### config.mk
export PLATFORM = sky130hd
export DESIGN_NAME = ifel_top
export DESIGN_NICKNAME = d
export VERILOG_FILES = /design/src/rtl/ifel_pkg.sv /design/src/rtl/ifel_flag_if.sv /design/src/rtl/ifel_flag_bank.sv /design/src/rtl/ifel_top.sv
export SDC_FILE = /design/constraint.sdc
export NUM_CORES = 1
export LEC_CHECK = 0
export BUFFER_PORTS_ARGS = -buffer_cell sky130_fd_sc_hd__buf_2
export CAP_MARGIN = 10
export CORE_ASPECT_RATIO = 1.25
export CORE_MARGIN = 5
export CORE_UTILIZATION = 35
export CTS_BUF_LIST = sky130_fd_sc_hd__clkbuf_8
export DETAILED_ROUTE_END_ITERATION = 10
export PLACE_DENSITY = 0.71
export SLEW_MARGIN = 20
export SYNTH_ARGS = -nofsm -noshare
export SYNTH_HDL_FRONTEND = slang
export SYNTH_SLANG_ARGS = --single-unit
### constraint.sdc
create_clock -name MCLK_I -period 1.95 [get_ports MCLK_I]
set_input_delay 0.2925 -clock MCLK_I [delete_from_list [all_inputs] [get_ports MCLK_I]]
set_output_delay 0.2925 -clock MCLK_I [all_outputs]
set_load 0.02 [all_outputs]
### src/rtl/ifel_pkg.sv
// constants and types shared by the interrupt flag and enable logic
package ifel_pkg;

  // ----------------------------------------------------------------
  // bus geometry
  // ----------------------------------------------------------------
  localparam int unsigned ADDR_W = 8;
  localparam int unsigned DATA_W = 32;
  localparam int unsigned REG_W = 8;

  // ----------------------------------------------------------------
  // register indices (byte address is four times the index)
  // ----------------------------------------------------------------
  localparam logic [ADDR_W-1:0] IDX_FLAGS0 = 8'h06;
  localparam logic [ADDR_W-1:0] IDX_FLAGS1 = 8'h07;
  localparam logic [ADDR_W-1:0] IDX_EN0 = 8'h08;
  localparam logic [ADDR_W-1:0] IDX_EN1 = 8'h09;
  localparam logic [ADDR_W-1:0] IDX_STATUS = 8'h10;
  localparam logic [ADDR_W-1:0] IDX_MASK = 8'h11;
  localparam int unsigned WORD_BYTES = 4;
  localparam logic [ADDR_W-1:0] ADR_FLAGS0 = ADDR_W'(WORD_BYTES * IDX_FLAGS0);
  localparam logic [ADDR_W-1:0] ADR_FLAGS1 = ADDR_W'(WORD_BYTES * IDX_FLAGS1);
  localparam logic [ADDR_W-1:0] ADR_EN0 = ADDR_W'(WORD_BYTES * IDX_EN0);
  localparam logic [ADDR_W-1:0] ADR_EN1 = ADDR_W'(WORD_BYTES * IDX_EN1);
  localparam logic [ADDR_W-1:0] ADR_STATUS = ADDR_W'(WORD_BYTES * IDX_STATUS);
  localparam logic [ADDR_W-1:0] ADR_MASK = ADDR_W'(WORD_BYTES * IDX_MASK);

  // ----------------------------------------------------------------
  // field layout
  // ----------------------------------------------------------------
  localparam int unsigned FLAG_W = 7;
  localparam int unsigned GRP1_W = 6;
  localparam int unsigned SET_BIT = 7;
  localparam int unsigned GLOBAL_BIT = 6;
  localparam int unsigned CARD_BIT = 5;
  localparam int unsigned TIMER_W = 5;
  localparam int unsigned ERR_BIT = 1;
  localparam int unsigned ERR_W = 5;
  localparam int unsigned INV_BIT = 7;
  localparam int unsigned PUSH_BIT = 7;
  localparam int unsigned PINEN_BIT = 6;
  localparam logic [FLAG_W-1:0] G0_WMASK = 7'h7F;
  localparam logic [FLAG_W-1:0] G1_WMASK = 7'h3F;

  // status register of host-side events, mask has the same layout
  localparam int unsigned ST_W = 3;
  localparam int unsigned ST_GLOBAL = 0;
  localparam int unsigned ST_CARD = 1;
  localparam int unsigned ST_TIMER = 2;

  // ----------------------------------------------------------------
  // reset values
  // ----------------------------------------------------------------
  localparam logic [FLAG_W-1:0] FLAGS_RST = 7'h00;
  localparam logic [REG_W-1:0] EN_RST = 8'h00;
  localparam logic [ST_W-1:0] ST_RST = 3'h0;
  localparam logic [DATA_W-1:0] RDATA_RST = 32'h0000_0000;

  // apb slave states
  typedef enum logic [1:0] {
    ST_IDLE = 2'b01,
    ST_ACCESS = 2'b10
  } ifel_apb_state_type;

endpackage

### src/rtl/ifel_flag_if.sv
// carrier between the register front end and one flag bank
`timescale 1ns/1ps
`default_nettype none
interface ifel_flag_if
  import ifel_pkg::*;
();
  logic wr;
  logic set_mode;
  logic [FLAG_W-1:0] wdata;
  logic [FLAG_W-1:0] hw_set;
  logic [FLAG_W-1:0] flags;

  modport bank (
    input wr,
    input set_mode,
    input wdata,
    input hw_set,
    output flags
  );

  modport ctrl (
    output wr,
    output set_mode,
    output wdata,
    output hw_set,
    input flags
  );
endinterface
`default_nettype wire

### src/rtl/ifel_flag_bank.sv
// one bank of sticky event flags with top-bit set/clear writes
`timescale 1ns/1ps
`default_nettype none
module ifel_flag_bank
  import ifel_pkg::*;
#(
  parameter logic [FLAG_W-1:0] WMASK = G0_WMASK
)
(
  input wire logic clk_i,
  input wire logic rst_i,
  ifel_flag_if.bank fl
);

  logic [FLAG_W-1:0] flags_q;
  logic [FLAG_W-1:0] flags_d;
  logic [FLAG_W-1:0] nxt;

  // ----------------------------------------------------------------
  // per-bit next value
  // ----------------------------------------------------------------
  // hardware set wins over a software clear in the same cycle
  for (genvar i = 0; i < FLAG_W; i++)
  begin : g_bit
    logic hit;
    assign hit = fl.wr & fl.wdata[i] & WMASK[i];
    assign nxt[i] = fl.hw_set[i] | (hit ? fl.set_mode : flags_q[i]);
  end

  // next state of the bank
  always_comb
  begin
    flags_d = nxt;
  end

  // flag storage
  always_ff @(posedge clk_i or posedge rst_i)
  begin
    if (rst_i)
    begin
      flags_q <= FLAGS_RST;
    end
    else
    begin
      flags_q <= flags_d;
    end
  end

  assign fl.flags = flags_q;

endmodule
`default_nettype wire

### src/rtl/ifel_top.sv
// interrupt flag and enable logic with apb register access
//
// Behaviour
// - flag word 1 written with top bit one sets flags 5..0 written one
// - flag word 1 written with top bit zero clears flags 5..0 written one
// - global flag bit 6 is set while any enabled flag is set
// - card-detect flag bit 5 is set when card detection finds a card
// - timer flags 4..0 are set on the matching timer underflow
// - enable word 0 bit 7 inverts the interrupt pin level
// - enable word 0 bits 6..0 gate the first flag group into global
// - enable word 1 bits 4..0 gate the timer flags into global
// - enable word 1 bit 5 gates the card-detect flag into global
// - global flag reaches the pin only while enable word 1 bit 6 is one
// - enable word 1 bit 7 selects push-pull, zero selects open-drain
// - flag word 0 uses the same set/clear write over bits 6..0
// - error summary flag is set by any error condition
//
// The APB slave port was chosen for this implementation.
`timescale 1ns/1ps
`default_nettype none
module ifel_top
  import ifel_pkg::*;
(
  input wire logic MCLK_I,
  input wire logic RST_I,
  input wire logic PSEL_I,
  input wire logic PENABLE_I,
  input wire logic PWRITE_I,
  input wire logic [ADDR_W-1:0] PADDR_I,
  input wire logic [DATA_W-1:0] PWDATA_I,
  output logic [DATA_W-1:0] PRDATA_O,
  output logic PREADY_O,
  output logic PSLVERR_O,
  input wire logic [FLAG_W-1:0] GROUP0_EVT_I,
  input wire logic [ERR_W-1:0] ERR_COND_I,
  input wire logic CARD_DETECT_I,
  input wire logic [TIMER_W-1:0] TIMER_UFL_I,
  output logic IRQ_PIN_O,
  output logic IRQ_PIN_OE_O,
  output logic IRQ_O
);

  // ----------------------------------------------------------------
  // declarations
  // ----------------------------------------------------------------
  ifel_apb_state_type state_q;
  ifel_apb_state_type state_d;
  logic pready_q;
  logic pready_d;
  logic pslverr_q;
  logic pslverr_d;
  logic [DATA_W-1:0] prdata_q;
  logic [DATA_W-1:0] prdata_d;
  logic [REG_W-1:0] en0_q;
  logic [REG_W-1:0] en0_d;
  logic [REG_W-1:0] en1_q;
  logic [REG_W-1:0] en1_d;
  logic [ST_W-1:0] st_q;
  logic [ST_W-1:0] st_d;
  logic [ST_W-1:0] mask_q;
  logic [ST_W-1:0] mask_d;
  logic global_q;
  logic global_d;
  logic irq_q;
  logic irq_d;
  logic pin_q;
  logic pin_d;
  logic oe_q;
  logic oe_d;
  logic asserted;
  logic hit;
  logic wr_fire;
  logic [REG_W-1:0] rd_word;
  logic [ST_W-1:0] st_evt;
  logic [FLAG_W-1:0] err_set;

  ifel_flag_if fl0 ();
  ifel_flag_if fl1 ();

  // ----------------------------------------------------------------
  // flag banks
  // ----------------------------------------------------------------
  // first group: all seven bits writable
  ifel_flag_bank #(
    .WMASK(G0_WMASK)
  ) u_bank0 (
    .clk_i(MCLK_I),
    .rst_i(RST_I),
    .fl(fl0.bank)
  );

  // second group: bit 6 is the computed global flag, not stored here
  ifel_flag_bank #(
    .WMASK(G1_WMASK)
  ) u_bank1 (
    .clk_i(MCLK_I),
    .rst_i(RST_I),
    .fl(fl1.bank)
  );

  // error summary is folded into bit 1 of the first group, shared with group event 1
  always_comb
  begin
    err_set = '0;
    err_set[ERR_BIT] = |ERR_COND_I;
  end

  // write strobes and hardware set terms into the banks
  assign fl0.wr = wr_fire & (PADDR_I == ADR_FLAGS0);
  assign fl0.set_mode = PWDATA_I[SET_BIT];
  assign fl0.wdata = PWDATA_I[FLAG_W-1:0];
  assign fl0.hw_set = GROUP0_EVT_I | err_set;
  assign fl1.wr = wr_fire & (PADDR_I == ADR_FLAGS1);
  assign fl1.set_mode = PWDATA_I[SET_BIT];
  assign fl1.wdata = PWDATA_I[FLAG_W-1:0];
  // bit 6 stays zero: only card detect and timers feed this bank
  assign fl1.hw_set = {1'b0, CARD_DETECT_I, TIMER_UFL_I};

  // ----------------------------------------------------------------
  // apb decode and read mux
  // ----------------------------------------------------------------
  // read data is captured in the setup cycle, so the mux sees live flags
  always_comb
  begin
    hit = 1'b1;
    rd_word = EN_RST;
    case (PADDR_I)
      ADR_FLAGS0:
      begin
        rd_word = {1'b0, fl0.flags};
      end
      ADR_FLAGS1:
      begin
        rd_word = {1'b0, global_q, fl1.flags[GRP1_W-1:0]};
      end
      ADR_EN0:
      begin
        rd_word = en0_q;
      end
      ADR_EN1:
      begin
        rd_word = en1_q;
      end
      ADR_STATUS:
      begin
        rd_word = REG_W'(st_q);
      end
      ADR_MASK:
      begin
        rd_word = REG_W'(mask_q);
      end
      default:
      begin
        hit = 1'b0;
      end
    endcase
  end

  // a write lands only at the edge where the access phase completes
  assign wr_fire = (state_q == ST_ACCESS) & PSEL_I & PENABLE_I & PWRITE_I
                   & pready_q & ~pslverr_q;

  // ----------------------------------------------------------------
  // apb slave state machine
  // ----------------------------------------------------------------
  // zero wait states: ready rises in the first access cycle
  always_comb
  begin
    state_d = state_q;
    pready_d = 1'b0;
    pslverr_d = 1'b0;
    prdata_d = prdata_q;
    case (state_q)
      ST_IDLE:
      begin
        if (PSEL_I && !PENABLE_I)
        begin
          state_d = ST_ACCESS;
          pready_d = 1'b1;
          pslverr_d = ~hit; // unmapped address answers with an error
          prdata_d = (hit && !PWRITE_I) ? DATA_W'(rd_word) : RDATA_RST;
        end
      end
      ST_ACCESS:
      begin
        state_d = ST_IDLE;
      end
      default:
      begin
        state_d = ST_IDLE;
      end
    endcase
  end

  // bus response registers
  always_ff @(posedge MCLK_I or posedge RST_I)
  begin
    if (RST_I)
    begin
      state_q <= ST_IDLE;
      pready_q <= 1'b0;
      pslverr_q <= 1'b0;
      prdata_q <= RDATA_RST;
    end
    else
    begin
      state_q <= state_d;
      pready_q <= pready_d;
      pslverr_q <= pslverr_d;
      prdata_q <= prdata_d;
    end
  end

  // ----------------------------------------------------------------
  // enable and mask registers
  // ----------------------------------------------------------------
  // plain read/write words; they steer the gating and the pin below
  always_comb
  begin
    en0_d = en0_q;
    en1_d = en1_q;
    mask_d = mask_q;
    if (wr_fire && PADDR_I == ADR_EN0)
    begin
      en0_d = PWDATA_I[REG_W-1:0];
    end
    if (wr_fire && PADDR_I == ADR_EN1)
    begin
      en1_d = PWDATA_I[REG_W-1:0];
    end
    if (wr_fire && PADDR_I == ADR_MASK)
    begin
      mask_d = PWDATA_I[ST_W-1:0];
    end
  end

  // configuration storage
  always_ff @(posedge MCLK_I or posedge RST_I)
  begin
    if (RST_I)
    begin
      en0_q <= EN_RST;
      en1_q <= EN_RST;
      mask_q <= ST_RST;
    end
    else
    begin
      en0_q <= en0_d;
      en1_q <= en1_d;
      mask_q <= mask_d;
    end
  end

  // ----------------------------------------------------------------
  // global flag and pin
  // ----------------------------------------------------------------
  // global follows the enabled flags one edge later, never sticky itself
  always_comb
  begin
    global_d = (|(fl0.flags & en0_q[FLAG_W-1:0]))
               | (|(fl1.flags[TIMER_W-1:0] & en1_q[TIMER_W-1:0]))
               | (fl1.flags[CARD_BIT] & en1_q[CARD_BIT]);
    asserted = global_q & en1_q[PINEN_BIT];
    pin_d = asserted ^ en0_q[INV_BIT];
    // open-drain lets go of the pin unless the request is asserted
    oe_d = en1_q[PUSH_BIT] | asserted;
  end

  // pin and global storage
  always_ff @(posedge MCLK_I or posedge RST_I)
  begin
    if (RST_I)
    begin
      global_q <= 1'b0;
      pin_q <= 1'b0;
      oe_q <= 1'b0;
    end
    else
    begin
      global_q <= global_d;
      pin_q <= pin_d;
      oe_q <= oe_d;
    end
  end

  // ----------------------------------------------------------------
  // host event status and interrupt line
  // ----------------------------------------------------------------
  // events: global rising, card found, any timer underflow
  always_comb
  begin
    st_evt = '0;
    st_evt[ST_GLOBAL] = global_d & ~global_q;
    st_evt[ST_CARD] = CARD_DETECT_I;
    st_evt[ST_TIMER] = |TIMER_UFL_I;
    st_d = st_q;
    if (wr_fire && PADDR_I == ADR_STATUS)
    begin
      st_d = st_q & ~PWDATA_I[ST_W-1:0]; // write one to clear
    end
    st_d = st_d | st_evt; // a new event beats the clear
    irq_d = |(st_q & mask_q);
  end

  // status and interrupt storage
  always_ff @(posedge MCLK_I or posedge RST_I)
  begin
    if (RST_I)
    begin
      st_q <= ST_RST;
      irq_q <= 1'b0;
    end
    else
    begin
      st_q <= st_d;
      irq_q <= irq_d;
    end
  end

  // ----------------------------------------------------------------
  // outputs
  // ----------------------------------------------------------------
  // every output is a flip-flop
  assign PRDATA_O = prdata_q;
  assign PREADY_O = pready_q;
  assign PSLVERR_O = pslverr_q;
  assign IRQ_PIN_O = pin_q;
  assign IRQ_PIN_OE_O = oe_q;
  assign IRQ_O = irq_q;

endmodule
`default_nettype wire

---- Word level (Yosys, flattened, before mapping) ----
Index checks and enable logic that the tools add are counted.
word-level totals
  memories ................................ 0
  word-level logic and storage cells ...... 111
  bits in writable memories ............... 0
  bits of input ports ..................... 63
  output and inout bits ................... 37
  bits in read-only memories .............. 0
  bits in registers ....................... 75
  bits in latches ......................... 0
operators by class
  bitwise logic cells ..................... 50
  shift operators ......................... 0
  add/sub/neg operators ................... 0
  reduce and logical (&&, ||, !) cells .... 15
  multiplexer cells ....................... 23
  multipliers ............................. 0
  $lt $le $gt $ge ......................... 0
  divide/modulo/power cells ............... 0
  equal/unequal tests ..................... 9
operators by type and width
  operator            count
  $pmux 8 s6          1
  $and 1x1->1         23
  $mux 1              18
  $eq 8x5->1 const B  2
  $eq 8x6->1 const B  2
  $eq 8x7->1 const B  2
  $or 1x1->1          16
  $reduce_or 5->1     3
  $mux 8              1
  $and 7x7->7         1
  $or 7x2->7          1
  $reduce_or 7->1     1
  $and 3x3->3         2
  $logic_and 1x1->1   6
  $reduce_or 6->1     1
  $and 5x5->5         1
  $mux 2              2
  $mux 3              1
  $not 1->1           3
  $not 3->3           1
  $or 3x3->3          1
  $reduce_or 3->1     1
  $eq 2x1->1 const B  1
  $eq 2x2->1 const B  1
  4 further kinds     5

---- Depth between registers and ports, before layout ----
  word-level depth ........................ 10
  depth in mapped cells ................... 6

---- Cells and area by module ----
A second synthesis with hierarchy kept.
unflattened totals
  cell total of the unflattened synthesis .. 235
  area total of the unflattened synthesis .. 2782.7 µm²
by module, submodules not included
  module                    cells an instance  times used  area an instance (µm²)
  ifel_top                  190                1           2142.1
  ifel_flag_bank (u_bank0)  23                 1           324.1
  ifel_flag_bank (u_bank1)  22                 1           316.6

---- Worst setup path after synthesis ----
Ideal clock, no wire load.
  path type ............................... input -> register
  start point ............................. input port PADDR_I[1]
  end point ............................... register mask_q[0]
  slack ................................... 0.091 ns
  required time ........................... 1.825 ns
  stages .................................. 5
  arrival time ............................ 1.734 ns
  setup time .............................. 0.125 ns
  path through ............................ or3_4 -> buf_6 -> nor4_2 -> and2_1 -> mux2_2
between the ends
  cells in the longest elaborated chain, start to end .. 2
ends and longest elaborated chain
  element               RTL line         RTL
  start, declared       ifel_top.sv:29   input wire logic [ADDR_W-1:0] PADDR_I,
  $eq 8x7->1            ifel_top.sv:231  if (wr_fire && PADDR_I == ADR_MASK)
  $logic_and 1x1->1     ifel_top.sv:231
  end signal, assigned  ifel_top.sv:250  mask_q <= mask_d;
  end, declared         ifel_top.sv:60   logic [ST_W-1:0] mask_q;
Every way passes these cells.
A chain may end at the register's enable or synchronous reset.

---- Final worst setup path ----
  start point ............................. register state_q[0]
  end point ............................... register mask_q[1]
between the ends
  cells in the longest elaborated chain, start to end .. 7
ends and longest elaborated chain
  element                    RTL line         RTL
  start, declared            ifel_top.sv:46   ifel_apb_state_type state_q;
  start signal, assigned     ifel_top.sv:207  state_q <= state_d;
  $eq 2x2->1                 ifel_top.sv:160  assign wr_fire = (state_q == ST_ACCESS) & PSEL_I & PENABLE_I & PWRITE_I
  $and 1x1->1 (3 in series)  ifel_top.sv:160
  $and 1x1->1 (2 in series)  ifel_top.sv:161  & pready_q & ~pslverr_q;
  $logic_and 1x1->1          ifel_top.sv:231
Every way passes these cells.

==> impl_metrics.toml <==
[synthesis]
synth-seq-cells = 51
ys_top_cells_by_area = "dfrtp_1 (46%), buf_4 (6.6%), mux2_2 (5.8%)"
synth_simple_gate_area_share_pct = 15.31
synth-compound-area-share_pct = 16.22
synth_top_area_cell = "dfrtp_1"
postSynthCellCount = 245
ys.flop_type = "dfrtp_1"
synth-adder-area-share_pct = 0
synthXorXnorAreaFrac_pct = 0.6416
synth_top_cell_area_share_pct = 45.83
syn-mean-instance-area_um2 = 11.14
synth_warnings = 0
ys_types = 46
yosysSeqAreaShare_pct = 46.79
synth_top_family_by_area = "compound AO/OA/AOI/OAI gates"
synthArstFlopShare_pct = 100.0
synth_edf_count = 0
synth_mux_area_share_pct = 11.27
syn_area_um2 = 2730

[final_layout]
area_growth_pct = 16.82
stdcell_area_um2 = 3189
drive_gt1_share_pct = 30.82
finish.utilization_pct = 41.41
antenna_cells = 0
nets = 367
fillers = 776
stdcell_count = 400

[clock_tree]
clk_pin_slew_ps = 90
clk_latency_ps = 310
numCtsBuffers = 5
cts_num_sinks = 51
cts_hold_buf = 0
cts_resized = 0
cts_tree = "done"
cts-root-buf = "clkbuf_8"
htreeDepth = 2
clockBufferDepth = 2
post_cts_buffers = 0

[place]
hpwl_mm = 5.147
place_inst = 392
gp_congestion = 0.7915
place_area_um2 = 3085
post-place-ws_ps = 23.27
io_buffer_count = 51

[critical_path]
cp_max_fo = 3
worst_setup_path_end_kind = "flop"
cp.required_ps = 2140
critPathLaunch = "state_q[0]$_DFFE_PP1P_"
r2r-end = "mask_q[1]$_DFFE_PP0P_"
timing.rr.start = "state_q[0]$_DFFE_PP1P_"
worstSetupPathType = "reg -> reg"
rrSetupSlack_ps = 200
arrival_ps = 1940
critPathLaunchType = "flop"
reg2regPathDepth = 4

[drt]
vias = 2187
dr.pass1.iters = 7
wl_per_cell_um = 16.86
first_iter_violations = 114
drc_errors = 0
routed_via_density = 5.468
antenna_left = 0
routed_wl_mm = 6.745

[floorplanning]
initial_utilization_pct = 35.45
io_pins = 100
row_count = 36
die-area_um2 = 9678
die_height_um = 108.7
die_x_um = 89.00
core_area_um2 = 7702

[global_route]
grt_util_all_layers_pct = 14.42
grt-ovfl-total = 0
grt_first_pass_wirelength_mm = 10.76
antenna_found_initial = 0
grt_pass1_vias = 2198
grt_max_degree = 30

[sta]
rsz0062_at_grt = "no"
slew_headroom_pct = 66.45
final.setup.worst_slack_ps = 202.6
period_needed_ps = 1747
clock_skew_ps = 4.919
setup_viol = 0
clock.fmax_mhz = 572.3
fin_crit_sh_pct = 89.61
fin_setup_tns_ps = 0
slew_violations = 0
worst_slew_pin_slew_ps = 502.5
finalHoldViolations = 0

[status]
status = "complete, no violations"

[power_and_ir_drop]
power_density_nw_per_um2 = 615.3
irDropWorstVdd_mv = 0.2308
p_leak_nw = 1.446

[hold_path]
hold_path_class = "in -> async"

[flow_run]
drv_cap = 0
-- state kept, by name (all words and copies together), names as in the netlist, 2 cells and up --
signal	flops
PRDATA_O	8
en0_q	8
en1_q	8
u_bank0.fl.flags	7
u_bank1.fl.flags	6
mask_q	3
st_q	3
state_q	2
-- how the worst max path moves through the flow --
| stage | endpoint | slack (ps) | cells past startpoint |
|---|---|---|---|
| 2_1_floorplan | mask_q[0]$_DFFE_PP0P_ | 90 | 5 |
| 3_3_place_gp | mask_q[2]$_DFFE_PP0P_ | 60 | 5 |
| 3_5_place_dp | en0_q[4]$_DFFE_PP0P_ | 20 | 6 |
| 4_1_cts | mask_q[2]$_DFFE_PP0P_ | 190 | 4 |
| 5_1_grt | mask_q[0]$_DFFE_PP0P_ | 100 | 4 |
| 6_report | mask_q[1]$_DFFE_PP0P_ | 200 | 4 |
-- cells in the final DEF (no fill, tap or decap), types with 4 or more instances in the layout --
cell type	n
a221oi_1	5
a222oi_1	4
a311oi_1	12
a41oi_1	12
buf_2	51
buf_4	10
clkbuf_8	7
conb_1	24
dfrtp_1	50
inv_1	5
mux2_1	8
mux2_2	14
mux2i_1	6
nand2_1	10
nand3_1	6
nor2_1	17
nor3_1	9
o21ai_0	5
o21ai_1	5
-- cell families (layout without fill, tap and decap cells) --
family	count (synthesis)	in the layout
other cells	1	24
simple gates	67	67
buf+inv	41	78
compound gates	55	55
mux	28	28
xor+xnor	2	2
flops	51	51
-- worst max-delay path, cell delays in order (launching register included) --
cell	delay, ps
dfstp_2	380
nand4bb_1	310
nor4_2	340
and2_1	260
mux2_2	350
-- through the flow --
| step | hold WS (ps) | total power (W) |
|---|---|---|
| 2_1_floorplan | 384.8 | 0.001251 |
| 3_3_place_gp | 347.7 | 0.001306 |
| 3_5_place_dp | 350.3 | 0.001311 |
| 4_1_cts | 20.30 | 0.001973 |
| 5_1_grt | 51.24 | 0.002039 |
| 6_report | 5.918 | 0.001962 |
-- synth_stat cells (2+ instances only) --
cell	number
a221o_1	2
a221oi_1	5
a222oi_1	4
a22o_1	2
a22oi_1	3
a311oi_1	12
a41oi_1	12
and2_1	2
buf_2	3
buf_4	24
buf_6	2
clkbuf_1	5
dfrtp_1	50
inv_1	6
mux2_1	8
mux2_2	14
mux2i_1	6
nand2_1	10
nand2b_1	2
nand3_1	6
nand4bb_1	3
nor2_1	17
nor2b_1	3
nor3_1	9
nor4_2	2
nor4_4	2
nor4bb_1	2
o21ai_0	5
o21ai_1	5
or4_1	2
xnor2_1	2
-- area by class of cell --
cell class              instances  area, um2  area share [%]
clock inverters                 1      7.507          0.2354
flip-flops and latches         51       1277           40.06
inverters                       6      22.52          0.7062
repair buffers                 64      390.4           12.24
clock buffers                   7      96.34           3.021
multi-input cells             176       1276           40.02
well taps                      95      118.9           3.727
-- per-layer routing --
| metal | share of wire [%] | wire, um | GRT usage [%] | vias to the layer above |
|---|---|---|---|---|
| met5 | 0 | 0 | 0 | - |
| met4 | 1.7 | 116 | 4.255 | 0 |
| li1 | - | - | - | 1009 |
| met1 | 44 | 2981 | 19.59 | 1079 |
| met2 | 46 | 3116 | 22.77 | 87 |
| met3 | 7.9 | 531 | 3.477 | 12 |
-- power by group --
group / leakage, nW / total, W / internal [W] / switching (W)
registers: 0.628 / 0.00107 / 0.00107 / 0.00000646
logic: 0.767 / 0.000219 / 0.0000668 / 0.000152
clock network: 0.0505 / 0.000671 / 0.000323 / 0.000348
total: 1.45 / 0.00196 / 0.00146 / 0.000506
(Power assumes the default switching activity.)
